File: src/rtl/asc_cfg.svh
`ifndef ASC_CFG_SVH
`define ASC_CFG_SVH

`define ASC_CLK_PERIOD_NS 10
// Slowest grade figures, so one controller serves every grade
`define ASC_READ_CYCLE_NS 15
`define ASC_ADDR_ACCESS_NS 15
`define ASC_WRITE_CYCLE_NS 15
`define ASC_ADDR_SETUP_END_NS 10
`define ASC_DATA_SETUP_NS 8
`define ASC_LANE_SEL_END_NS 9
`define ASC_SEL_WRITE_END_NS 10
`define ASC_OUT_OFF_NS 7
// Least times round up to whole cycles
`define ASC_CEIL(ns) (((ns) + `ASC_CLK_PERIOD_NS - 1) / `ASC_CLK_PERIOD_NS)
`define ASC_READ_CYC `ASC_CEIL(`ASC_ADDR_ACCESS_NS)
`define ASC_WSTROBE_CYC `ASC_CEIL(`ASC_ADDR_SETUP_END_NS)
`define ASC_TURN_CYC `ASC_CEIL(`ASC_OUT_OFF_NS)
`define ASC_CNT_W 4
`define ASC_ADDR_W 16
`define ASC_DATA_W 16
`define ASC_RESET_DATA 16'h0000

`endif

File: src/rtl/asc_pkg.sv
`include "asc_cfg.svh"

package asc_pkg;
    typedef struct packed {
        logic write;
        logic [1:0] lane_en;
        logic [`ASC_ADDR_W-1:0] addr;
        logic [`ASC_DATA_W-1:0] wdata;
    } asc_req_t;

    typedef enum logic [2:0] {
        ASC_IDLE,
        ASC_RD,
        ASC_WR,
        ASC_WR_HOLD,
        ASC_TURN
    } asc_state_t;
endpackage

File: src/rtl/asc_sram_ctrl.sv
`timescale 1ns/1ps
`include "asc_cfg.svh"
module asc_sram_ctrl (
    input wire logic mclk_in,
    input wire logic sys_rst_in,
    input wire logic req_valid_in,
    input wire asc_pkg::asc_req_t req_in,
    output logic req_ready_out,
    output logic [`ASC_DATA_W-1:0] rdata_out,
    output logic rdata_valid_out,
    output logic [`ASC_ADDR_W-1:0] mem_addr_out,
    output logic chip_sel_n_out,
    output logic out_drive_n_out,
    output logic write_n_out,
    output logic low_lane_sel_n_out,
    output logic high_lane_sel_n_out,
    input wire logic [`ASC_DATA_W-1:0] mem_data_in,
    output logic [`ASC_DATA_W-1:0] mem_data_out,
    output logic mem_data_oe_out
);

    asc_pkg::asc_state_t state_ff;
    logic [`ASC_CNT_W-1:0] cnt_ff;
    logic [1:0] lane_ff;
    logic accept;
    logic cnt_done;

    assign accept = req_valid_in && req_ready_out;
    assign cnt_done = (cnt_ff == `ASC_CNT_W'(0));

    ////////////////////////////////////////////////////////////////////
    // Sequencing
    always_ff @(posedge mclk_in) begin
        if (sys_rst_in) begin
            state_ff <= asc_pkg::ASC_IDLE;
            cnt_ff <= '0;
        end else begin
            unique case (state_ff)
                asc_pkg::ASC_IDLE: begin
                    if (accept && req_in.write) begin
                        state_ff <= asc_pkg::ASC_WR;
                        cnt_ff <= `ASC_CNT_W'(`ASC_WSTROBE_CYC - 1);
                    end else if (accept) begin
                        state_ff <= asc_pkg::ASC_RD;
                        cnt_ff <= `ASC_CNT_W'(`ASC_READ_CYC);
                    end
                end
                asc_pkg::ASC_RD: begin
                    if (cnt_done) begin
                        state_ff <= asc_pkg::ASC_TURN;
                        cnt_ff <= `ASC_CNT_W'(`ASC_TURN_CYC - 1);
                    end else begin
                        cnt_ff <= cnt_ff - `ASC_CNT_W'(1);
                    end
                end
                asc_pkg::ASC_WR: begin
                    if (cnt_done) begin
                        state_ff <= asc_pkg::ASC_WR_HOLD;
                    end else begin
                        cnt_ff <= cnt_ff - `ASC_CNT_W'(1);
                    end
                end
                asc_pkg::ASC_WR_HOLD: begin
                    state_ff <= asc_pkg::ASC_IDLE;
                end
                asc_pkg::ASC_TURN: begin
                    if (cnt_done) begin
                        state_ff <= asc_pkg::ASC_IDLE;
                    end else begin
                        cnt_ff <= cnt_ff - `ASC_CNT_W'(1);
                    end
                end
            endcase
        end
    end

    // Ready only in idle so requests cannot overlap a cycle
    always_ff @(posedge mclk_in) begin
        if (sys_rst_in) begin
            req_ready_out <= 1'b0;
        end else begin
            req_ready_out <= (state_ff == asc_pkg::ASC_IDLE) && !accept
                || (state_ff == asc_pkg::ASC_WR_HOLD)
                || (state_ff == asc_pkg::ASC_TURN && cnt_done);
        end
    end

    ////////////////////////////////////////////////////////////////////
    // Address and lanes are latched on accept and held to the end
    always_ff @(posedge mclk_in) begin
        if (sys_rst_in) begin
            mem_addr_out <= '0;
            lane_ff <= 2'h0;
        end else if (accept) begin
            mem_addr_out <= req_in.addr;
            lane_ff <= req_in.lane_en;
        end
    end

    // Strobes; one write takes WSTROBE cycles plus one hold cycle
    always_ff @(posedge mclk_in) begin
        if (sys_rst_in) begin
            chip_sel_n_out <= 1'b1;
            out_drive_n_out <= 1'b1;
            write_n_out <= 1'b1;
            low_lane_sel_n_out <= 1'b1;
            high_lane_sel_n_out <= 1'b1;
        end else if (accept) begin
            write_n_out <= !req_in.write;
            chip_sel_n_out <= 1'b0;
            out_drive_n_out <= req_in.write;
            low_lane_sel_n_out <= !req_in.lane_en[0];
            high_lane_sel_n_out <= !req_in.lane_en[1];
        end else if ((state_ff == asc_pkg::ASC_WR && cnt_done)
                || (state_ff == asc_pkg::ASC_RD && cnt_done)) begin
            // write ends before address or data change
            write_n_out <= 1'b1;
            chip_sel_n_out <= 1'b1;
            out_drive_n_out <= 1'b1;
            low_lane_sel_n_out <= 1'b1;
            high_lane_sel_n_out <= 1'b1;
        end
    end

    // Data driven for the whole write and one cycle past its end
    always_ff @(posedge mclk_in) begin
        if (sys_rst_in) begin
            mem_data_out <= `ASC_RESET_DATA;
            mem_data_oe_out <= 1'b0;
        end else if (accept && req_in.write) begin
            mem_data_out <= req_in.wdata;
            mem_data_oe_out <= 1'b1;
        end else if (state_ff == asc_pkg::ASC_WR_HOLD) begin
            mem_data_oe_out <= 1'b0;
        end
    end

    ////////////////////////////////////////////////////////////////////
    // Capture after access time; unselected lanes read as zero
    always_ff @(posedge mclk_in) begin
        if (sys_rst_in) begin
            rdata_out <= `ASC_RESET_DATA;
            rdata_valid_out <= 1'b0;
        end else begin
            rdata_valid_out <= (state_ff == asc_pkg::ASC_RD) && cnt_done;
            if ((state_ff == asc_pkg::ASC_RD) && cnt_done) begin
                rdata_out <= mem_data_in & {{8{lane_ff[1]}}, {8{lane_ff[0]}}};
            end
        end
    end
endmodule

File: config.mk
export PLATFORM = sky130hd
export DESIGN_NAME = asc_sram_ctrl
export DESIGN_NICKNAME = d
export VERILOG_FILES = /design/src/rtl/asc_pkg.sv /design/src/rtl/asc_sram_ctrl.sv
export VERILOG_INCLUDE_DIRS = /design/src /design/src/rtl
export SDC_FILE = /design/constraint.sdc
export NUM_CORES = 1
export LEC_CHECK = 0
export ABC_AREA = 1
export BUFFER_PORTS_ARGS = -buffer_cell sky130_fd_sc_hd__buf_4
export CAP_MARGIN = 10
export CORE_MARGIN = 4
export CORE_UTILIZATION = 51
export CTS_CLUSTER_DIAMETER = 60
export DETAILED_ROUTE_END_ITERATION = 16
export PLACE_DENSITY = 0.83
export SYNTH_ARGS = -nofsm -noshare
export SYNTH_HDL_FRONTEND = slang
export SYNTH_SLANG_ARGS = --single-unit
File: constraint.sdc
create_clock -name mclk_in -period 3.94 [get_ports mclk_in]
set_input_delay 0.197 -clock mclk_in [delete_from_list [all_inputs] [get_ports mclk_in]]
set_output_delay 0.197 -clock mclk_in [all_outputs]
set_load 0.1 [all_outputs]
==> qor.yml, run 1 <==
startpoint_type: "flip-flop"
layout_common_cells: "110 x buf_4, 65 x dfxtp_1, 62 x nand2_1, 42 x nor2_1, 39 x nand3_1"
outcome: "finished clean"
powerDensity_nw_per_um2: 698
groute.usage.overall_pct: 23.3
r2r_end: "cnt_ff[1]"
synth_nets: 387
synth.area.top_cells: "dfxtp_1 50%, nand2_1 8.9%, nand3_1 7.5%, nor2_1 6.0%, o21ai_0 5.6%"
synth-seq-cells: 65
cts.sinks: 65
max_slew.worst_pin.slew_ns: 0.644
port_buffers: 109
ys.warnings.count: 0
netlist_instances: 331
synth.largest_area_cell: "dfxtp_1"
finalWirelength_um: 6990
cts_buffers: 9
mostFrequentLayoutCell: "buf_4"
cts_hold_buf: 0
min_path_type: "input port to flip-flop"
nets: 489
grt_first_pass_wirelength_um: 11700
die_x_um: 79.6
setup_ws_ns: 1.45
synth_flop_cell: "dfxtp_1"
regToRegStartpoint: "req_ready_out"
clock_latency_ns: 0.34
crit_type: "flip-flop to flip-flop"
ys_seq_area_share_pct: 49.8
reg2reg_slack_ns: 1.45
synth-async-reset-ratio_pct: 0
whs_path_depth: 3
cts_root_buf: "clkbuf_8"
drtAntennaViolNets: 0
viasPerCell: 5.11
final_max_slew_viol_count: 0
max_stage_delay_ns: 0.62
core-area_um2: 4850
gp_congestion: 0.794
grt_pass1_vias: 2583
max_slew_margin_pct: 56.9
cts_setup_buffers: 0
dpl.cell_count: 489
tns_ns: 0
fin_crit_sh_pct: 63.2
die-area_um2: 6330
synth.distinct_cells: 25
cts.clk_slew.worst_paths_ns: 0.07
cts-htree-levels: 3
crit_fanout: 36
pre_cts_ws_ns: 1.49
yosys.area.top_type_share_pct: 49.8
clock_path_buffers: 2
critPathBufInv: 1
period_needed_ns: 2.49
overflow: 0
initial_core_util_pct: 53.9
rows: 25
irDropWorstVdd_mv: 0.337
die_h_um: 79.6
vias: 2583
hold_viol_final: 0
cts_tree: "built"
drv_cap: 0
post_cts_resized: 0
diodes: 0
path_cells: "nand2_1 -> inv_2 -> nand2_1 -> nand3_1 -> nand3_1 -> nor2_1 -> nor2_1"
ff2ff_path_depth: 7
grt_antenna_before_repair: 0
drive_gt1_share_pct: 34.9
synthesis.area_um2: 2610
critPathTopFamily: "simple AND/OR/NAND/NOR gates"
place_hpwl_um: 5040
skew_ns: 0.00718
drt_first_pass_iters: 4
min_from: "req_in[23]"
crit_arrival_ns: 2.72
area_delta_synth_final_pct: 39.7
setup-violations-final: 0
synth_edf_count: 0
instances_no_fill: 505
fill_cells: 387
end_kind: "flip-flop"
p_leak_nw: 1.64
grt_setup_unrepaired: "no"
critPathSlowestCell: "inv_2"
cp.required_ns: 4.17
syn_avg_cell_area_um2: 7.89
min_to: "mem_addr_out[7]"
drt_iter0_drc: 154
drc: 0
fmax_ghz: 0.401
wl_per_cell_um: 13.8
ios: 110
grt_max_degree: 37
-- sequential cells by signal (all words and copies together), names as in the netlist --
register,flops
out_drive_n_out,1
mem_addr_out,16
mem_data_out,16
write_n_out,1
rdata_valid_out,1
low_lane_sel_n_out,1
mem_data_oe_out,1
chip_sel_n_out,1
state_ff,3
high_lane_sel_n_out,1
lane_ff,2
cnt_ff,4
rdata_out,16
req_ready_out,1
-- area by class of cell --
class	count	area (µm²)	share of cell area, %
repair buffers	110	826	22.6
clock buffers	15	196	5.38
multi-input cells	230	1150	31.4
clock inverters	1	30.0	0.823
inverters	17	63.8	1.75
well taps	67	83.8	2.30
flip-flops and latches	65	1300	35.7
-- how the worst max path moves through the flow --
stage / startpoint / end / slack [ns] / cells past startpoint
2_1_floorplan: req_ready_out / cnt_ff[3] / 1.98 / 7
3_3_place_gp: req_ready_out / cnt_ff[1] / 1.56 / 7
3_5_place_dp: req_ready_out / cnt_ff[1] / 1.49 / 7
4_1_cts: req_ready_out / cnt_ff[1] / 1.46 / 7
5_1_grt: req_ready_out / cnt_ff[1] / 1.11 / 7
6_report: req_ready_out / cnt_ff[1] / 1.45 / 7
-- Yosys cell counts (2+ instances only) --
cell and number:
nand2_2 2, dfxtp_1 65, nand4_1 3, nand3_2 3, nor2_4 4, inv_1 14
nand2_1 62, buf_1 2, nand2_4 3, o21ai_2 9, nand3_1 39, inv_2 3
nor2_1 42, o21ai_0 29, nor3_1 2, ha_1 2, nor2_2 4, clkbuf_1 7
buf_6 2, buf_2 7, a21oi_1 23
-- worst register-to-register path, delay by kind of cell, from the launching register on --
family | cells | cell delay [ns]
simple gates | 6 | 1.44
buf+inv | 1 | 0.62
flops | 1 | 0.33
-- stage by stage --
step	utilization, %	hold slack (ns)	power [mW]	area (µm²)
after CTS	75.3	0.104	2.56	3650
after detailed placement	70.6	0.453	1.94	3420
after global placement	70.6	0.449	1.92	3420
after floorplan	-	0.266	1.72	2610
final	75.3	0.110	2.55	3650
after global routing	75.3	0.132	2.69	3650
-- metal layers --
metal,GRT usage [%],wire length [µm]
met1,26.6,2720
met2,40.0,3480
met3,5.64,579
met4,11.9,204
met5,0,0
-- power by group --
part | leakage [nW] | internal [mW] | switching (mW) | total [mW]
logic | 0.991 | 0.276 | 0.843 | 1.12
clock network | 0.116 | 0.379 | 0.239 | 0.619
registers | 0.529 | 0.747 | 0.0642 | 0.811
-- kinds of logic after synthesis --
| family | count (synthesis) | synth area share [%] |
|---|---|---|
| AO/OA/AOI/OAI | 63 | 13.5 |
| XOR/XNOR | 1 | 0.335 |
| adder cells (fa/ha/maj) | 2 | 0.958 |
| buffers and inverters | 36 | 6.23 |
| flip-flops | 65 | 49.8 |
| AND/OR/NAND/NOR | 164 | 29.1 |
(Power assumes the default switching activity.)
==> inputs of run 2 (changes only) <==
ABC_AREA = 0   (was 1)
CORE_UTILIZATION = 47   (was 51)
PLACE_DENSITY = 0.78   (was 0.83)
clock period = 2.6 ns   (was 3.94 ns; I/O delays follow)
==> run 2 against run 1 <==
Compared with the run above: clock power is 35% higher; synthesized area fell by 2.6%; combinational power up 31%; wire length shrank 8.4%; synthesized cell count fell by 13%; sequential cell count unchanged.
==> qor.yml, run 2 <==
initial_core_util_pct: 49.2  # was 53.9%
netlist_instances: 287  # was 331
max_slew_margin_pct: 35.2  # was 56.9%
min_from: "mem_data_in[12]"  # was req_in[23]
clock_path_buffers: 2  # unchanged
final_max_slew_viol_count: 0  # unchanged
ys_seq_area_share_pct: 51.2  # was 49.8%
reg2reg_slack_ns: 0.38  # was 1.45 ns
min_to: "rdata_out[12]"  # was mem_addr_out[7]
crit_type: "flip-flop to flip-flop"  # unchanged
drtAntennaViolNets: 0  # unchanged
path_cells: "inv_1 -> ha_1 -> or3b_1 -> nor3_2 -> nor2_1 -> a22o_1"  # was nand2_1 -> inv_2 -> nand2_1 -> nand3_1 -> nand3_1 -> nor2_1 -> nor2_1
min_path_type: "input port to flip-flop"  # unchanged
grt_setup_unrepaired: "no"  # unchanged
yosys.area.top_type_share_pct: 51.2  # was 49.8%
synth.most_common_cell: "nand2_1"  # was dfxtp_1
placed_area_um2: 3350  # was 3420 µm²
yosys-top-cells-count: "72 x nand2_1, 65 x dfxtp_1, 42 x a21oi_1"  # was 65 x dfxtp_1, 62 x nand2_1, 42 x nor2_1
fin_crit_sh_pct: 85.6  # was 63.2%
powerDensity_nw_per_um2: 983  # was 698 nW/µm²
max_stage_delay_ns: 0.75  # was 0.62 ns
grt_max_degree: 53  # was 37
cts_root_buf: "clkbuf_8"  # unchanged
layout_common_cells: "112 x buf_4, 72 x nand2_1, 65 x dfxtp_1, 42 x a21oi_1, 19 x a22o_1"  # was 110 x buf_4, 65 x dfxtp_1, 62 x nand2_1, 42 x nor2_1, 39 x nand3_1
cts.clk_slew.worst_paths_ns: 0.07  # about the same
drc: 0  # unchanged
finalWirelength_um: 6400  # was 6990 µm
crit_fanout: 16  # was 36
area_delta_synth_final_pct: 42.3  # was 39.7%
rows: 26  # was 25
fmax_ghz: 0.449  # was 0.401 GHz
ios: 110  # unchanged
synth-async-reset-ratio_pct: 0  # unchanged
skew_ns: 0.00674  # was 0.00718 ns
crit_arrival_ns: 2.50  # was 2.72 ns
synth_edf_count: 0  # unchanged
critPathSlowestCell: "nor2_1"  # was inv_2
viasPerCell: 5.19  # was 5.11
post_cts_resized: 0  # unchanged
nets: 451  # was 489
drt_iter0_drc: 104  # was 154
synth-seq-cells: 65  # unchanged
startpoint_type: "flip-flop"  # unchanged
groute.usage.overall_pct: 20.0  # was 23.3%
hold_viol_final: 0  # unchanged
p_leak_nw: 1.56  # was 1.64 nW
port_buffers: 109  # unchanged
startpoint: "cnt_ff[0]"  # was req_ready_out
end_kind: "flip-flop"  # unchanged
clock_latency_ns: 0.34  # about the same
regToRegStartpoint: "cnt_ff[0]"  # was req_ready_out
seqPwrFrac_pct: 35.1  # was 31.8%
setup-violations-final: 0  # unchanged
period_needed_ns: 2.22  # was 2.49 ns
ff2ff_path_depth: 6  # was 7
critPathBufInv: 1  # unchanged
cp.required_ns: 2.88  # was 4.17 ns
synth_nets: 343  # was 387
place_hpwl_um: 4420  # was 5040 µm
drive_gt1_share_pct: 33.6  # was 34.9%
grt_pass1_vias: 2320  # was 2,583
die-area_um2: 6650  # was 6330 µm²
outcome: "finished clean"  # unchanged
cts_tree: "built"  # unchanged
overflow: 0  # unchanged
synth.largest_area_cell: "dfxtp_1"  # unchanged
switching_share_pct: 43.4  # was 45.0%
irDropWorstVdd_mv: 0.529  # was 0.337 mV
pwr-share-clk_pct: 23.5  # was 24.3%
drv_cap: 0  # unchanged
diodes: 0  # unchanged
grt_first_pass_wirelength_um: 10300  # was 11,700 µm
synthesis.area_um2: 2540  # was 2610 µm²
max_slew.worst_pin.slew_ns: 0.969  # was 0.644 ns
fill_cells: 430  # was 387
synth.area.top_cells: "dfxtp_1 51%, nand2_1 11%, a21oi_1 8.3%, a22o_1 6.5%, nor3_1 2.0%"  # was dfxtp_1 50%, nand2_1 8.9%, nand3_1 7.5%, nor2_1 6.0%, o21ai_0 5.6%
reg_top3: "mem_addr_out: 16 flops, mem_data_out: 16 flops, rdata_out: 16 flops"  # unchanged
internal_power_mw: 2.01  # was 1.40 mW
switching_power_mw: 1.54  # was 1.15 mW
die_x_um: 81.6  # was 79.6 µm
cts_buffers: 9  # unchanged
cts.sinks: 65  # unchanged
mostFrequentLayoutCell: "buf_4"  # unchanged
comb_power_share_pct: 41.4  # was 43.9%
gp_congestion: 0.791  # was 0.794
grt_antenna_before_repair: 0  # unchanged
drt_first_pass_iters: 4  # unchanged
whs_path_depth: 2  # was 3
core-area_um2: 5170  # was 4850 µm²
critPathTopFamily: "simple AND/OR/NAND/NOR gates"  # unchanged
synth_flop_cell: "dfxtp_1"  # unchanged
vias: 2434  # was 2,583
wl_per_cell_um: 13.6  # was 13.8 µm
synth.distinct_cells: 41  # was 25
r2r_end: "rdata_out[15]"  # was cnt_ff[1]
syn_avg_cell_area_um2: 8.86  # was 7.89 µm²
stdcell_area_um2: 3620  # was 3650 µm²
cts_setup_buffers: 0  # unchanged
ys.warnings.count: 0  # unchanged
tns_ns: 0  # unchanged
die_h_um: 81.6  # was 79.6 µm
cts-htree-levels: 3  # unchanged
[run 2: worst max path at each step]
stage / to / slack, ns / depth (start not counted)
finish: rdata_out[15] / 0.38 / 6
global route: rdata_out[2] / 0.16 / 6
CTS: rdata_out[15] / 0.36 / 6
detailed placement: rdata_out[15] / 0.38 / 6
global placement: rdata_out[12] / 0.48 / 6
floorplan: mem_data_out[10] / 0.52 / 5
[run 2: layout make-up]
type / count / area [µm²] / share of cell area, %
clock buffers: 10 / 138 / 3.80
clock inverters: 5 / 56.3 / 1.56
inverters: 2 / 7.51 / 0.207
multi-input cells: 198 / 1120 / 30.9
flip-flops and latches: 65 / 1300 / 36.0
well taps: 70 / 87.6 / 2.42
repair buffers: 119 / 911 / 25.2
[run 2: layer usage]
| layer | track usage (%) | vias to the layer above | part of all wire (%) |
|---|---|---|---|
| met4 | 9.97 | 0 | 2.0 |
| met3 | 7.79 | 13 | 10 |
| met5 | 0 | - | 0 |
| met1 | 23.0 | 1119 | 43 |
| met2 | 32.2 | 88 | 45 |
| li1 | - | 1214 | - |
[run 2: cells by family (layout without fill, tap and decap cells)]
logic type               count (synthesis)  after routing  synth area share, %
flip-flops                              65             65                 51.2
adder cells (fa/ha/maj)                  2              2                0.984
AO/OA/AOI/OAI                           81             81                 20.9
AND/OR/NAND/NOR                        113            113                 21.4
buffers and inverters                   24            136                 4.92
XOR/XNOR                                 2              2                0.689
[run 2: per-stage QoR]
step                instances  hold WS [ns]  power (mW)  utilization, %  setup slack (ns)
floorplan                 287         0.207        2.45               -             0.524
global placement          447         0.345        2.72            64.9             0.481
detailed placement        447         0.346        2.74            64.9             0.381
CTS                       469      0.000616        3.59            70.0             0.358
global route              469        0.0136        3.76            70.0             0.159
finish                    469       0.00962        3.56            70.0             0.375
[run 2: what timing repair did]
action | CTS | global route
hold buffers | 7 | 0
endpoints found under the hold margin | 7 | 0
endpoints found under the setup margin | 0 | 0
[run 2: worst register-to-register path, cell delays in order, from the launching register on]
cell     delay (ns)
dfxtp_1        0.37
inv_1          0.08
ha_1           0.20
or3b_1         0.42
nor3_2         0.08
nor2_1         0.75
a22o_1         0.28
[run 2: power groups by stage]
stage,combinational [mW],sequential (mW),clock [mW]
2_1_floorplan,0.709,1.74,0
6_report,1.47,1.25,0.836
3_3_place_gp,1.46,1.26,0
4_1_cts,1.48,1.25,0.863
3_5_place_dp,1.47,1.27,0
5_1_grt,1.59,1.27,0.902
